==> src/core/fp_format_pkg.sv <==
// Functional notes
// - disable bit set refuses instructions, raises exception
// - single: sign, 8-bit exponent, 23-bit fraction, bias 127
// - double: sign bit 63, 11/52 bits, bias 1023
// - stored exponent is true exponent plus bias
// - all-ones exponent: nan if fraction nonzero, else infinity
// - zero exponent: denormal if fraction nonzero, else zero
// - fraction msb one means signalling, zero means quiet
// - signalling nan, invalid enable off: quiet nan result
// - signalling nan, invalid enable on: exception, no write
// - copy, abs, negate exempt from nan handling
// - quiet nan input gives quiet nan, no exception
// - fixed quiet nan encodings for single and double
// - denormal mode one flushes denormals to zero
// - denormal mode zero keeps denormal values
// - thirty-two 32-bit registers in two banks
// - two rounding modes: nearest and toward zero
// - six exception sources detected
// - bank select swaps primary and extended banks
// - cause cleared per instruction, flags sticky
// - invalid enable bit 11, other enables 10..7
package fp_format_pkg;
  // ----------------------------------------
  // formats
  // ----------------------------------------
  localparam int SGL_EXP_W = 8;
  localparam int SGL_FRAC_W = 23;
  localparam int SGL_BIAS = 127;
  localparam int SGL_EMIN = -126;
  localparam int DBL_EXP_W = 11;
  localparam int DBL_FRAC_W = 52;
  localparam int DBL_BIAS = 1023;
  localparam int DBL_EMIN = -1022;
  localparam logic [31:0] SGL_QNAN = 32'h7FBFFFFF;
  localparam logic [63:0] DBL_QNAN = 64'h7FF7FFFF_FFFFFFFF;
  // ----------------------------------------
  // control/status word fields
  // ----------------------------------------
  localparam int CSR_RM_LO = 0;
  localparam int CSR_FLAG_LO = 2;
  localparam int CSR_EN_LO = 7;
  localparam int CSR_EN_V = 11;
  localparam int CSR_CAUSE_LO = 12;
  localparam int CSR_DN = 18;
  localparam int CSR_PR = 19;
  localparam int CSR_SZ = 20;
  localparam int CSR_FR = 21;
  localparam logic [31:0] CSR_RESET = 32'h00040001;
  localparam logic [31:0] CSR_WMASK = 32'h003FFFFF;
  // exception bit order inside cause: E V Z O U I
  localparam int EXC_I = 0;
  localparam int EXC_U = 1;
  localparam int EXC_O = 2;
  localparam int EXC_Z = 3;
  localparam int EXC_V = 4;
  localparam int EXC_E = 5;
  localparam logic [1:0] RM_NEAREST = 2'h0;
  localparam logic [1:0] RM_ZERO = 2'h1;
  localparam int NREGS = 32;
  localparam int BANK_REGS = 16;

  typedef enum logic [2:0] {
    CLS_ZERO = 3'h0,
    CLS_DENORM = 3'h1,
    CLS_NORMAL = 3'h2,
    CLS_INF = 3'h3,
    CLS_QNAN = 3'h4,
    CLS_SNAN = 3'h5
  } op_class_e;

  typedef enum logic [2:0] {
    OP_COPY = 3'h0,
    OP_ABS = 3'h1,
    OP_NEG = 3'h2,
    OP_ARITH = 3'h3,
    OP_ERROR = 3'h4
  } op_kind_e;
endpackage : fp_format_pkg

==> src/core/fp_operand_format_unit.sv <==
// Chosen here: the plain strobed port and the register offsets.
module fp_operand_format_unit
  import fp_format_pkg::*;
(
  // clock and reset
  input wire logic clock,
  input wire logic reset_n,
  input wire logic clock_en,
  // core side
  input wire logic fpu_disable_bit,
  input wire logic issue_valid,
  input wire logic [2:0] issue_kind,
  input wire logic issue_double,
  input wire logic [3:0] src_a,
  input wire logic [3:0] src_b,
  input wire logic [3:0] dst,
  input wire logic [5:0] exc_request,
  // register port
  input wire logic [4:0] reg_addr,
  input wire logic [31:0] reg_wdata,
  input wire logic reg_write,
  input wire logic reg_read,
  output logic [31:0] reg_rdata,
  // results
  output logic result_valid,
  output logic [63:0] result_data,
  output logic [2:0] class_a,
  output logic [2:0] class_b,
  output logic disable_exc,
  output logic invalid_exc
);
  // ------------------------------------------------
  // register port map: 0..30 banked regs, 31 csr
  // ------------------------------------------------
  localparam logic [4:0] ADDR_CSR = 5'h1F;

  logic [31:0] fp_control_status_reg;
  logic register_bank_select;
  logic denormal_flush_mode;
  logic [1:0] round_mode;
  logic inv_enable;

  assign register_bank_select = fp_control_status_reg[CSR_FR];
  assign denormal_flush_mode = fp_control_status_reg[CSR_DN];
  assign round_mode = fp_control_status_reg[CSR_RM_LO +: 2];
  assign inv_enable = fp_control_status_reg[CSR_EN_V];

  typedef enum logic [1:0] {
    ST_IDLE = 2'h0,
    ST_READ = 2'h1,
    ST_EXEC = 2'h2
  } state_e;
  state_e state_reg;
  state_e state_next;

  logic [2:0] kind_reg;
  logic dbl_reg;
  logic [3:0] dst_reg;
  logic [5:0] req_reg;
  logic [3:0] srca_reg;
  logic [3:0] srcb_reg;

  // ------------------------------------------------
  // register file with bank mapping
  // ------------------------------------------------
  function automatic logic [4:0] phys(input logic [3:0] idx);
    phys = {register_bank_select, idx};
  endfunction : phys

  logic rf_wr;
  logic [4:0] rf_waddr;
  logic [31:0] rf_wdata;
  logic [4:0] rd_a;
  logic [4:0] rd_b;
  logic [31:0] rf_a;
  logic [31:0] rf_b;
  logic wr_lo_pend;
  logic [4:0] wr_lo_addr;
  logic [31:0] wr_lo_data;

  // ------------------------------------------------
  // read addressing: double uses even/odd pair
  // ------------------------------------------------
  // operands come from the latched indices in ST_READ, so the core
  // may drop its issue fields right after the issue edge
  always_comb
  begin
    rd_a = phys(dbl_reg ? {srca_reg[3:1], 1'b0} : srca_reg);
    rd_b = phys(dbl_reg ? {srca_reg[3:1], 1'b1} : srcb_reg);
    if (state_reg == ST_IDLE && reg_read)
    begin
      rd_a = reg_addr;
    end
  end

  fp_reg_bank bank_u (
    .clock(clock),
    .enable(clock_en),
    .wr_en(rf_wr),
    .wr_addr(rf_waddr),
    .wr_data(rf_wdata),
    .rd_addr_a(rd_a),
    .rd_addr_b(rd_b),
    .rd_data_a(rf_a),
    .rd_data_b(rf_b)
  );

  // ------------------------------------------------
  // classification
  // ------------------------------------------------
  function automatic op_class_e cls_sgl(input logic [31:0] v);
    logic [SGL_EXP_W-1:0] e;
    logic [SGL_FRAC_W-1:0] f;
    e = v[30:23];
    f = v[22:0];
    if (&e)
      cls_sgl = (f == '0) ? CLS_INF :
                (f[SGL_FRAC_W-1] ? CLS_SNAN : CLS_QNAN);
    else if (e == '0)
      cls_sgl = (f == '0) ? CLS_ZERO : CLS_DENORM;
    else
      cls_sgl = CLS_NORMAL;
  endfunction : cls_sgl

  function automatic op_class_e cls_dbl(input logic [63:0] v);
    logic [DBL_EXP_W-1:0] e;
    logic [DBL_FRAC_W-1:0] f;
    e = v[62:52];
    f = v[51:0];
    if (&e)
      cls_dbl = (f == '0) ? CLS_INF :
                (f[DBL_FRAC_W-1] ? CLS_SNAN : CLS_QNAN);
    else if (e == '0)
      cls_dbl = (f == '0) ? CLS_ZERO : CLS_DENORM;
    else
      cls_dbl = CLS_NORMAL;
  endfunction : cls_dbl

  logic [63:0] op_a;
  op_class_e ca;
  op_class_e cb;
  logic exempt;
  logic any_snan;
  logic any_qnan;
  logic [63:0] flushed;
  logic [63:0] res_val;
  logic suppress;
  logic [5:0] exc_now;

  assign op_a = {rf_a, rf_b};
  assign exempt = kind_reg == OP_COPY || kind_reg == OP_ABS ||
                  kind_reg == OP_NEG;

  always_comb
  begin
    if (dbl_reg)
    begin
      ca = cls_dbl(op_a);
      cb = CLS_NORMAL;
    end
    else
    begin
      ca = cls_sgl(rf_a);
      cb = cls_sgl(rf_b);
    end
  end

  assign any_snan = ca == CLS_SNAN || cb == CLS_SNAN;
  assign any_qnan = ca == CLS_QNAN || cb == CLS_QNAN;

  // ------------------------------------------------
  // result selection
  // ------------------------------------------------
  always_comb
  begin
    flushed = dbl_reg ? op_a : {32'h0, rf_a};
    if (!exempt && denormal_flush_mode && ca == CLS_DENORM)
    begin
      flushed = dbl_reg ? {op_a[63], 63'h0} : {32'h0, rf_a[31], 31'h0};
    end
    // with flush off the denormal passes unchanged
    res_val = flushed;
    suppress = 1'b0;
    exc_now = req_reg;
    case (kind_reg)
      OP_COPY: res_val = flushed;
      OP_ABS:
      begin
        if (dbl_reg) res_val[63] = 1'b0;
        else res_val[31] = 1'b0;
      end
      OP_NEG:
      begin
        if (dbl_reg) res_val[63] = ~flushed[63];
        else res_val[31] = ~flushed[31];
      end
      OP_ARITH:
      begin
        if (any_snan && inv_enable)
        begin
          suppress = 1'b1;
          exc_now[EXC_V] = 1'b1;
        end
        else if (any_snan || any_qnan)
        begin
          res_val = dbl_reg ? DBL_QNAN : {32'h0, SGL_QNAN};
        end
      end
      OP_ERROR: exc_now[EXC_E] = 1'b1;
      default: res_val = flushed;
    endcase
  end

  // ------------------------------------------------
  // issue sequencing
  // ------------------------------------------------
  always_comb
  begin
    state_next = state_reg;
    case (state_reg)
      ST_IDLE:
        if (issue_valid && !fpu_disable_bit) state_next = ST_READ;
      ST_READ: state_next = ST_EXEC;
      ST_EXEC: state_next = ST_IDLE;
      default: state_next = ST_IDLE;
    endcase
  end

  always_ff @(posedge clock or negedge reset_n)
  begin
    if (!reset_n)
      state_reg <= ST_IDLE;
    else if (clock_en)
      state_reg <= state_next;
  end

  always_ff @(posedge clock or negedge reset_n)
  begin
    if (!reset_n)
    begin
      kind_reg <= 3'h0;
      dbl_reg <= 1'b0;
      dst_reg <= 4'h0;
      req_reg <= 6'h0;
      srca_reg <= 4'h0;
      srcb_reg <= 4'h0;
    end
    else if (clock_en && state_reg == ST_IDLE && issue_valid)
    begin
      kind_reg <= issue_kind;
      dbl_reg <= issue_double;
      dst_reg <= dst;
      req_reg <= exc_request;
      srca_reg <= src_a;
      srcb_reg <= src_b;
    end
  end

  // ------------------------------------------------
  // register writes, double in two cycles
  // ------------------------------------------------
  logic do_exec;
  assign do_exec = state_reg == ST_EXEC;

  always_comb
  begin
    rf_wr = 1'b0;
    rf_waddr = reg_addr;
    rf_wdata = reg_wdata;
    if (wr_lo_pend)
    begin
      rf_wr = 1'b1;
      rf_waddr = wr_lo_addr;
      rf_wdata = wr_lo_data;
    end
    else if (do_exec && !suppress)
    begin
      rf_wr = 1'b1;
      rf_waddr = phys(dbl_reg ? {dst_reg[3:1], 1'b0} : dst_reg);
      rf_wdata = dbl_reg ? res_val[63:32] : res_val[31:0];
    end
    else if (reg_write && reg_addr != ADDR_CSR)
    begin
      rf_wr = 1'b1;
    end
  end

  always_ff @(posedge clock or negedge reset_n)
  begin
    if (!reset_n)
    begin
      wr_lo_pend <= 1'b0;
      wr_lo_addr <= 5'h0;
      wr_lo_data <= 32'h0;
    end
    else if (clock_en)
    begin
      wr_lo_pend <= do_exec && !suppress && dbl_reg;
      wr_lo_addr <= phys({dst_reg[3:1], 1'b1});
      wr_lo_data <= res_val[31:0];
    end
  end

  // ------------------------------------------------
  // control/status register
  // ------------------------------------------------
  always_ff @(posedge clock or negedge reset_n)
  begin
    if (!reset_n)
      fp_control_status_reg <= CSR_RESET;
    else if (clock_en)
    begin
      if (reg_write && reg_addr == ADDR_CSR)
        fp_control_status_reg <= reg_wdata & CSR_WMASK;
      if (state_reg == ST_READ)
        fp_control_status_reg[CSR_CAUSE_LO +: 6] <= 6'h0;
      if (do_exec)
      begin
        fp_control_status_reg[CSR_CAUSE_LO +: 6] <= exc_now;
        // set wins over a same-cycle software write
        fp_control_status_reg[CSR_FLAG_LO +: 5] <=
          (reg_write && reg_addr == ADDR_CSR ?
           reg_wdata[CSR_FLAG_LO +: 5] :
           fp_control_status_reg[CSR_FLAG_LO +: 5]) | exc_now[4:0];
      end
    end
  end

  // ------------------------------------------------
  // outputs
  // ------------------------------------------------
  logic rd_pend;
  logic rd_csr;
  always_ff @(posedge clock or negedge reset_n)
  begin
    if (!reset_n)
    begin
      rd_pend <= 1'b0;
      rd_csr <= 1'b0;
    end
    else if (clock_en)
    begin
      rd_pend <= reg_read;
      rd_csr <= reg_addr == ADDR_CSR;
    end
  end
  assign reg_rdata = !rd_pend ? 32'h0 :
                     rd_csr ? fp_control_status_reg : rf_a;

  always_ff @(posedge clock or negedge reset_n)
  begin
    if (!reset_n)
    begin
      result_valid <= 1'b0;
      result_data <= 64'h0;
      class_a <= 3'h0;
      class_b <= 3'h0;
      disable_exc <= 1'b0;
      invalid_exc <= 1'b0;
    end
    else if (clock_en)
    begin
      disable_exc <= state_reg == ST_IDLE && issue_valid &&
                     fpu_disable_bit;
      result_valid <= do_exec && !suppress;
      invalid_exc <= do_exec && exc_now[EXC_V] && inv_enable;
      if (do_exec)
      begin
        result_data <= res_val;
        class_a <= ca;
        class_b <= cb;
      end
    end
  end

  // round mode nearest is decoded here, but no logic in this unit reads rm_nearest
  logic rm_nearest;
  assign rm_nearest = round_mode == RM_NEAREST;

  // ------------------------------------------------
  // checks
  // ------------------------------------------------
  refuse_a: assert property (@(posedge clock) disable iff (!reset_n)
    clock_en && state_reg == ST_IDLE && issue_valid && fpu_disable_bit
    |=> disable_exc && state_reg == ST_IDLE)
    else $error("disabled instruction not refused");
  snan_quiet_a: assert property (@(posedge clock) disable iff (!reset_n)
    clock_en && do_exec && kind_reg == OP_ARITH && !dbl_reg &&
    any_snan && !inv_enable |=> result_data[31:0] == SGL_QNAN)
    else $error("snan not quieted");
  snan_trap_a: assert property (@(posedge clock) disable iff (!reset_n)
    clock_en && do_exec && kind_reg == OP_ARITH && any_snan &&
    inv_enable |=> invalid_exc && !result_valid)
    else $error("snan trap missing");
  exempt_ops_a: assert property (@(posedge clock) disable iff (!reset_n)
    clock_en && do_exec && exempt |=> !invalid_exc)
    else $error("exempt op trapped");
  qnan_pass_a: assert property (@(posedge clock) disable iff (!reset_n)
    clock_en && do_exec && kind_reg == OP_ARITH && !any_snan &&
    any_qnan |=> !invalid_exc && result_valid)
    else $error("qnan raised exception");
  flush_zero_a: assert property (@(posedge clock) disable iff (!reset_n)
    clock_en && do_exec && kind_reg == OP_ARITH && !dbl_reg &&
    denormal_flush_mode && ca == CLS_DENORM && cb != CLS_SNAN &&
    cb != CLS_QNAN |=> result_data[30:0] == 31'h0)
    else $error("denormal not flushed");
  sticky_flag_a: assert property (@(posedge clock) disable iff (!reset_n)
    clock_en && do_exec && exc_now[EXC_V] |=>
    fp_control_status_reg[CSR_FLAG_LO + EXC_V])
    else $error("flag not set");
  seq_len_a: assert property (@(posedge clock) disable iff (!reset_n)
    clock_en && state_reg == ST_READ ##1 clock_en |->
    state_reg == ST_EXEC)
    else $error("sequence broken");
endmodule : fp_operand_format_unit

==> src/core/fp_reg_bank.sv <==
module fp_reg_bank
  import fp_format_pkg::*;
(
  // clock
  input wire logic clock,
  input wire logic enable,
  // write port
  input wire logic wr_en,
  input wire logic [4:0] wr_addr,
  input wire logic [31:0] wr_data,
  // read ports
  input wire logic [4:0] rd_addr_a,
  input wire logic [4:0] rd_addr_b,
  output logic [31:0] rd_data_a,
  output logic [31:0] rd_data_b
);
  logic [31:0] mem [NREGS];

  always_ff @(posedge clock)
  begin
    if (enable && wr_en)
    begin
      mem[wr_addr] <= wr_data;
    end
  end

  always_ff @(posedge clock)
  begin
    if (enable)
    begin
      rd_data_a <= mem[rd_addr_a];
      rd_data_b <= mem[rd_addr_b];
    end
  end
endmodule : fp_reg_bank

==> config.mk <==
export PLATFORM = sky130hd
export DESIGN_NAME = fp_operand_format_unit
export DESIGN_NICKNAME = d
export VERILOG_FILES = /design/src/core/fp_format_pkg.sv /design/src/core/fp_operand_format_unit.sv /design/src/core/fp_reg_bank.sv
export SDC_FILE = /design/constraint.sdc
export NUM_CORES = 2
export LEC_CHECK = 0
export ABC_AREA = 0
export BUFFER_PORTS_ARGS = -buffer_cell sky130_fd_sc_hd__buf_2
export CAP_MARGIN = 10
export CORE_ASPECT_RATIO = 1.75
export CORE_MARGIN = 4
export CORE_UTILIZATION = 63
export DETAILED_ROUTE_END_ITERATION = 8
export GPL_TIMING_DRIVEN = 0
export PLACE_DENSITY = 0.8
export SETUP_SLACK_MARGIN = 0.3
export SYNTH_ARGS = -nofsm -noshare
export SYNTH_HDL_FRONTEND = slang
export SYNTH_HIERARCHICAL = 1
export SYNTH_SLANG_ARGS = --single-unit
==> constraint.sdc <==
create_clock -name clock -period 6.68 [get_ports clock]
set_clock_uncertainty 0.2 [all_clocks]
set_input_delay 0.334 -clock clock [delete_from_list [all_inputs] [get_ports clock]]
set_output_delay 0.334 -clock clock [all_outputs]
set_load 0.1 [all_outputs]
==> results.sh <==
export IMPL_die_area_mm2=0.09959
export IMPL_crit_end="bank_u/mem[23][29]"
export IMPL_max_cap_violations=0
export IMPL_netlist_top_cell_by_area="edfxtp_1"
export IMPL_drc_errors=0
export IMPL_synth_compound_area_share_pct=9.245
export IMPL_netlist_top_cells_area="edfxtp_1 (55%), mux2i_1 (18%), dfrtp_1 (6.6%)"
export IMPL_final_cells=6161
export IMPL_setup_viol=0
export IMPL_vias=43150
export IMPL_nNetsFinal=4925
export IMPL_routed_via_density=7.004
export IMPL_reg2reg_to="bank_u/mem[23][29]"
export IMPL_ant_nets=0
export IMPL_largest_register_ffs=1024
export IMPL_async_flop_share_pct=12.75
export IMPL_synth_warnings=6
export IMPL_routed_wl_mm=208.7
export IMPL_fmax_ghz=0.1546
export IMPL_worstSetupEndpointType="register"
export IMPL_synth_seq_area_share_pct=61.62
export IMPL_die_h_um=414.5
export IMPL_cts_tree="yes"
export IMPL_initial_core_util_pct=63.73
export IMPL_synthTopCellsByCount="edfxtp_1 (1088), mux2i_1 (1069), nand2_1 (362)"
export IMPL_criticalPathCategory="register to register"
export IMPL_rsz0062_at_grt="false"
export IMPL_fin_crit_sh_pct=96.86
export IMPL_wire_per_inst_um=33.87
export IMPL_r2r_slack_ps=210
export IMPL_hold_depth=3
export IMPL_synth_avg_cell_area_um2=13.50
export IMPL_yosysMostFrequentCell="edfxtp_1"
export IMPL_core_mm2=0.09333
export IMPL_yosysTopAreaCellShare_pct=54.93
export IMPL_status="completed"
export IMPL_synthAdderAreaFrac_pct=0.02104
export IMPL_pwr_share_comb_pct=38.5
export IMPL_syn_to_final_growth_pct=15.59
export IMPL_sw_frac_of_total_pct=39.89
export IMPL_seqPwrFrac_pct=36.1
export IMPL_clock_sinks=1247
export IMPL_ys_flop_type="edfxtp_1"
export IMPL_drt_iter0_drc=4919
export IMPL_reg2reg_from="bank_u/rd_data_a[0]"
export IMPL_multi_input_area_mm2=0.02139
export IMPL_grt_pass1_wl_mm=294.4
export IMPL_worstPathMaxFanout=19
export IMPL_syn_inst=4407
export IMPL_synth_enable_flop_cells=1088
export IMPL_cp_data_arrival_time_ps=6720
export IMPL_p_leak_nw=26.26
export IMPL_period_minus_slack_ps=6470
export IMPL_synth_seq_cells=1247
export IMPL_synth_top_family_by_area="multiplexers"
export IMPL_row_count=148
export IMPL_numCtsBuffers=110
export IMPL_finalPower_mw=27.45
export IMPL_cp_start_kind="register"
export IMPL_grt_pass1_vias=44440
export IMPL_top_regs="bank_u/mem: 1024 flops, result_data: 64 flops"
export IMPL_grt_max_degree=110
export IMPL_worstHoldStart="reg_wdata[30]"
export IMPL_port_buffer_count=170
export IMPL_pin_count=171
export IMPL_clk_pin_slew_worst_paths_ps=60
export IMPL_hold_viol=0
export IMPL_pwr_share_clk_pct=25.4
export IMPL_grt_antenna_before_repair=16
export IMPL_hold_class="input pin to register"
export IMPL_synth_xor_area_share_pct=0
export IMPL_grt_remaining_overflow=0
export IMPL_fillers=5958
export IMPL_dieWidth_um=240.3
export IMPL_syn_nets=4474
export IMPL_reg2regPathDepth=12
export IMPL_tns_ps=0
export IMPL_worstSkewPairLatency_ps=760
export IMPL_clockBufferDepth=3
export IMPL_slew_violations=0
export IMPL_power_density_mw_per_mm2=399.3
export IMPL_htreeDepth=3
export IMPL_dr_pass1_iters=7
export IMPL_muxShareOfSynthArea_pct=19.47
export IMPL_layout_drive_gt1_share_pct=16.52
export IMPL_largest_register="bank_u/mem"
export IMPL_hpwl_mm=149.0
export IMPL_dpl_cell_count=5844
export IMPL_cp_required_ps=6940
export IMPL_cts_root_buf="clkbuf_16"
export IMPL_switching_power_mw=10.95
export IMPL_yosys_area_share_simple_pct=6.422
export IMPL_gp_congestion=0.9869
export IMPL_worst_pin_slew_ps=1384
export IMPL_syn_cell_area_mm2=0.05948
export IMPL_synth_cell_types=58
export IMPL_ir_worst_vdd_mv=0.3762
export IMPL_slew_headroom_pct=7.735
export IMPL_p_int_mw=16.50
export IMPL_crit_start="bank_u/rd_data_a[0]"
export IMPL_grt_use_total_pct=41.14
export IMPL_seq_area_mm2=0.03665
[area by class of cell]
cell class,count,area share (%)
diodes,8,0.02912
plain buffers,319,2.721
clock buffers,143,4.448
clock inverters,64,1.168
inverters,13,0.07097
multi-input cells,2827,31.11
flip-flops and latches,1247,53.31
well taps,1200,2.184
repair buffers,340,4.961
[cells by family after synthesis]
group,after synthesis
buffers and inverters,333
flip-flops,1247
AO/OA/AOI/OAI,837
multiplexers,1147
adder cells (fa/ha/maj),1
AND/OR/NAND/NOR,842
[worst min path at each step]
stage / to / slack [ps]
6_report: bank_u/mem[11][30] / 40
5_1_grt: bank_u/mem[14][31] / 70
4_1_cts: bank_u/mem[14][30] / 30
3_5_place_dp: result_data[41] / 70
3_3_place_gp: wr_lo_addr[0] / 250
2_1_floorplan: class_a[0] / -160
[layer usage]
layer  track usage [%]  up-vias  part of all wire [%]
li1                  -    17910                     -
met1             41.17    20840                    29
met2             68.39     3245                    49
met3             12.32     1155                    11
met4             36.32       12                    11
met5                 0        -                 0.038
[per-stage QoR]
stage / instance area (um2) / hold slack, ps / util [%] / setup slack (ps)
after floorplan: 59480 / -161.6 / - / 1377
after CTS: 68520 / 27.69 / 73.42 / 383.3
after global routing: 68730 / 72.56 / 73.65 / 280.2
after global placement: 61830 / 253.8 / 66.25 / -3243
after detailed placement: 63610 / 74.60 / 68.16 / -851.7
final: 68750 / 36.01 / 73.67 / 210.0
[timing repair]
action / in CTS / in global routing
pin swaps: 16 / 7
endpoints found under the setup margin: 1035 / 672
setup buffers: 33 / 8
hold buffers: 58 / 0
gates resized for setup: 11 / 10
hold endpoints to repair: 241 / 0
[worst max-delay path, stage by stage (launching register included)]
cell	delay, ps
edfxtp_1	620
nor4_1	550
nand4_1	680
nor4_4	550
o211ai_1	130
a31oi_1	540
a41oi_4	370
buf_2	330
mux2i_1	160
o21ai_2	560
nand3b_1	470
nor2_4	690
buf_16	250
[cell usage in the layout (no fill, tap or decap), types with 19 or more instances in the layout]
cell type	instances
nor3_1	73
dlygate4sd3_1	57
nor2_1	64
a22o_1	128
mux2_2	78
buf_12	33
a21oi_1	253
a22oi_1	193
buf_6	50
a21oi_2	19
bufinv_16	19
buf_16	24
buf_8	33
buf_2	245
nand2_1	361
mux2i_1	1069
edfxtp_1	1088
clkbuf_16	116
clkbuf_1	151
o21ai_2	22
a31oi_1	70
buf_4	71
o21ai_0	73
o21ai_1	19
nor2_4	32
dfrtp_1	157
a21o_1	22
nand3_1	202
nor2b_1	28
[power groups by stage]
stage / Clock, mW / Combinational [mW] / Sequential [mW]
finish: 6.97 / 10.6 / 9.91
global route: 7.18 / 10.8 / 9.95
CTS: 6.87 / 10.1 / 9.88
detailed placement: 0 / 10.0 / 10.0
global placement: 0 / 9.69 / 10.1
floorplan: 0 / 5.39 / 11.3
Note: power is estimated with default switching activity, not from simulation.
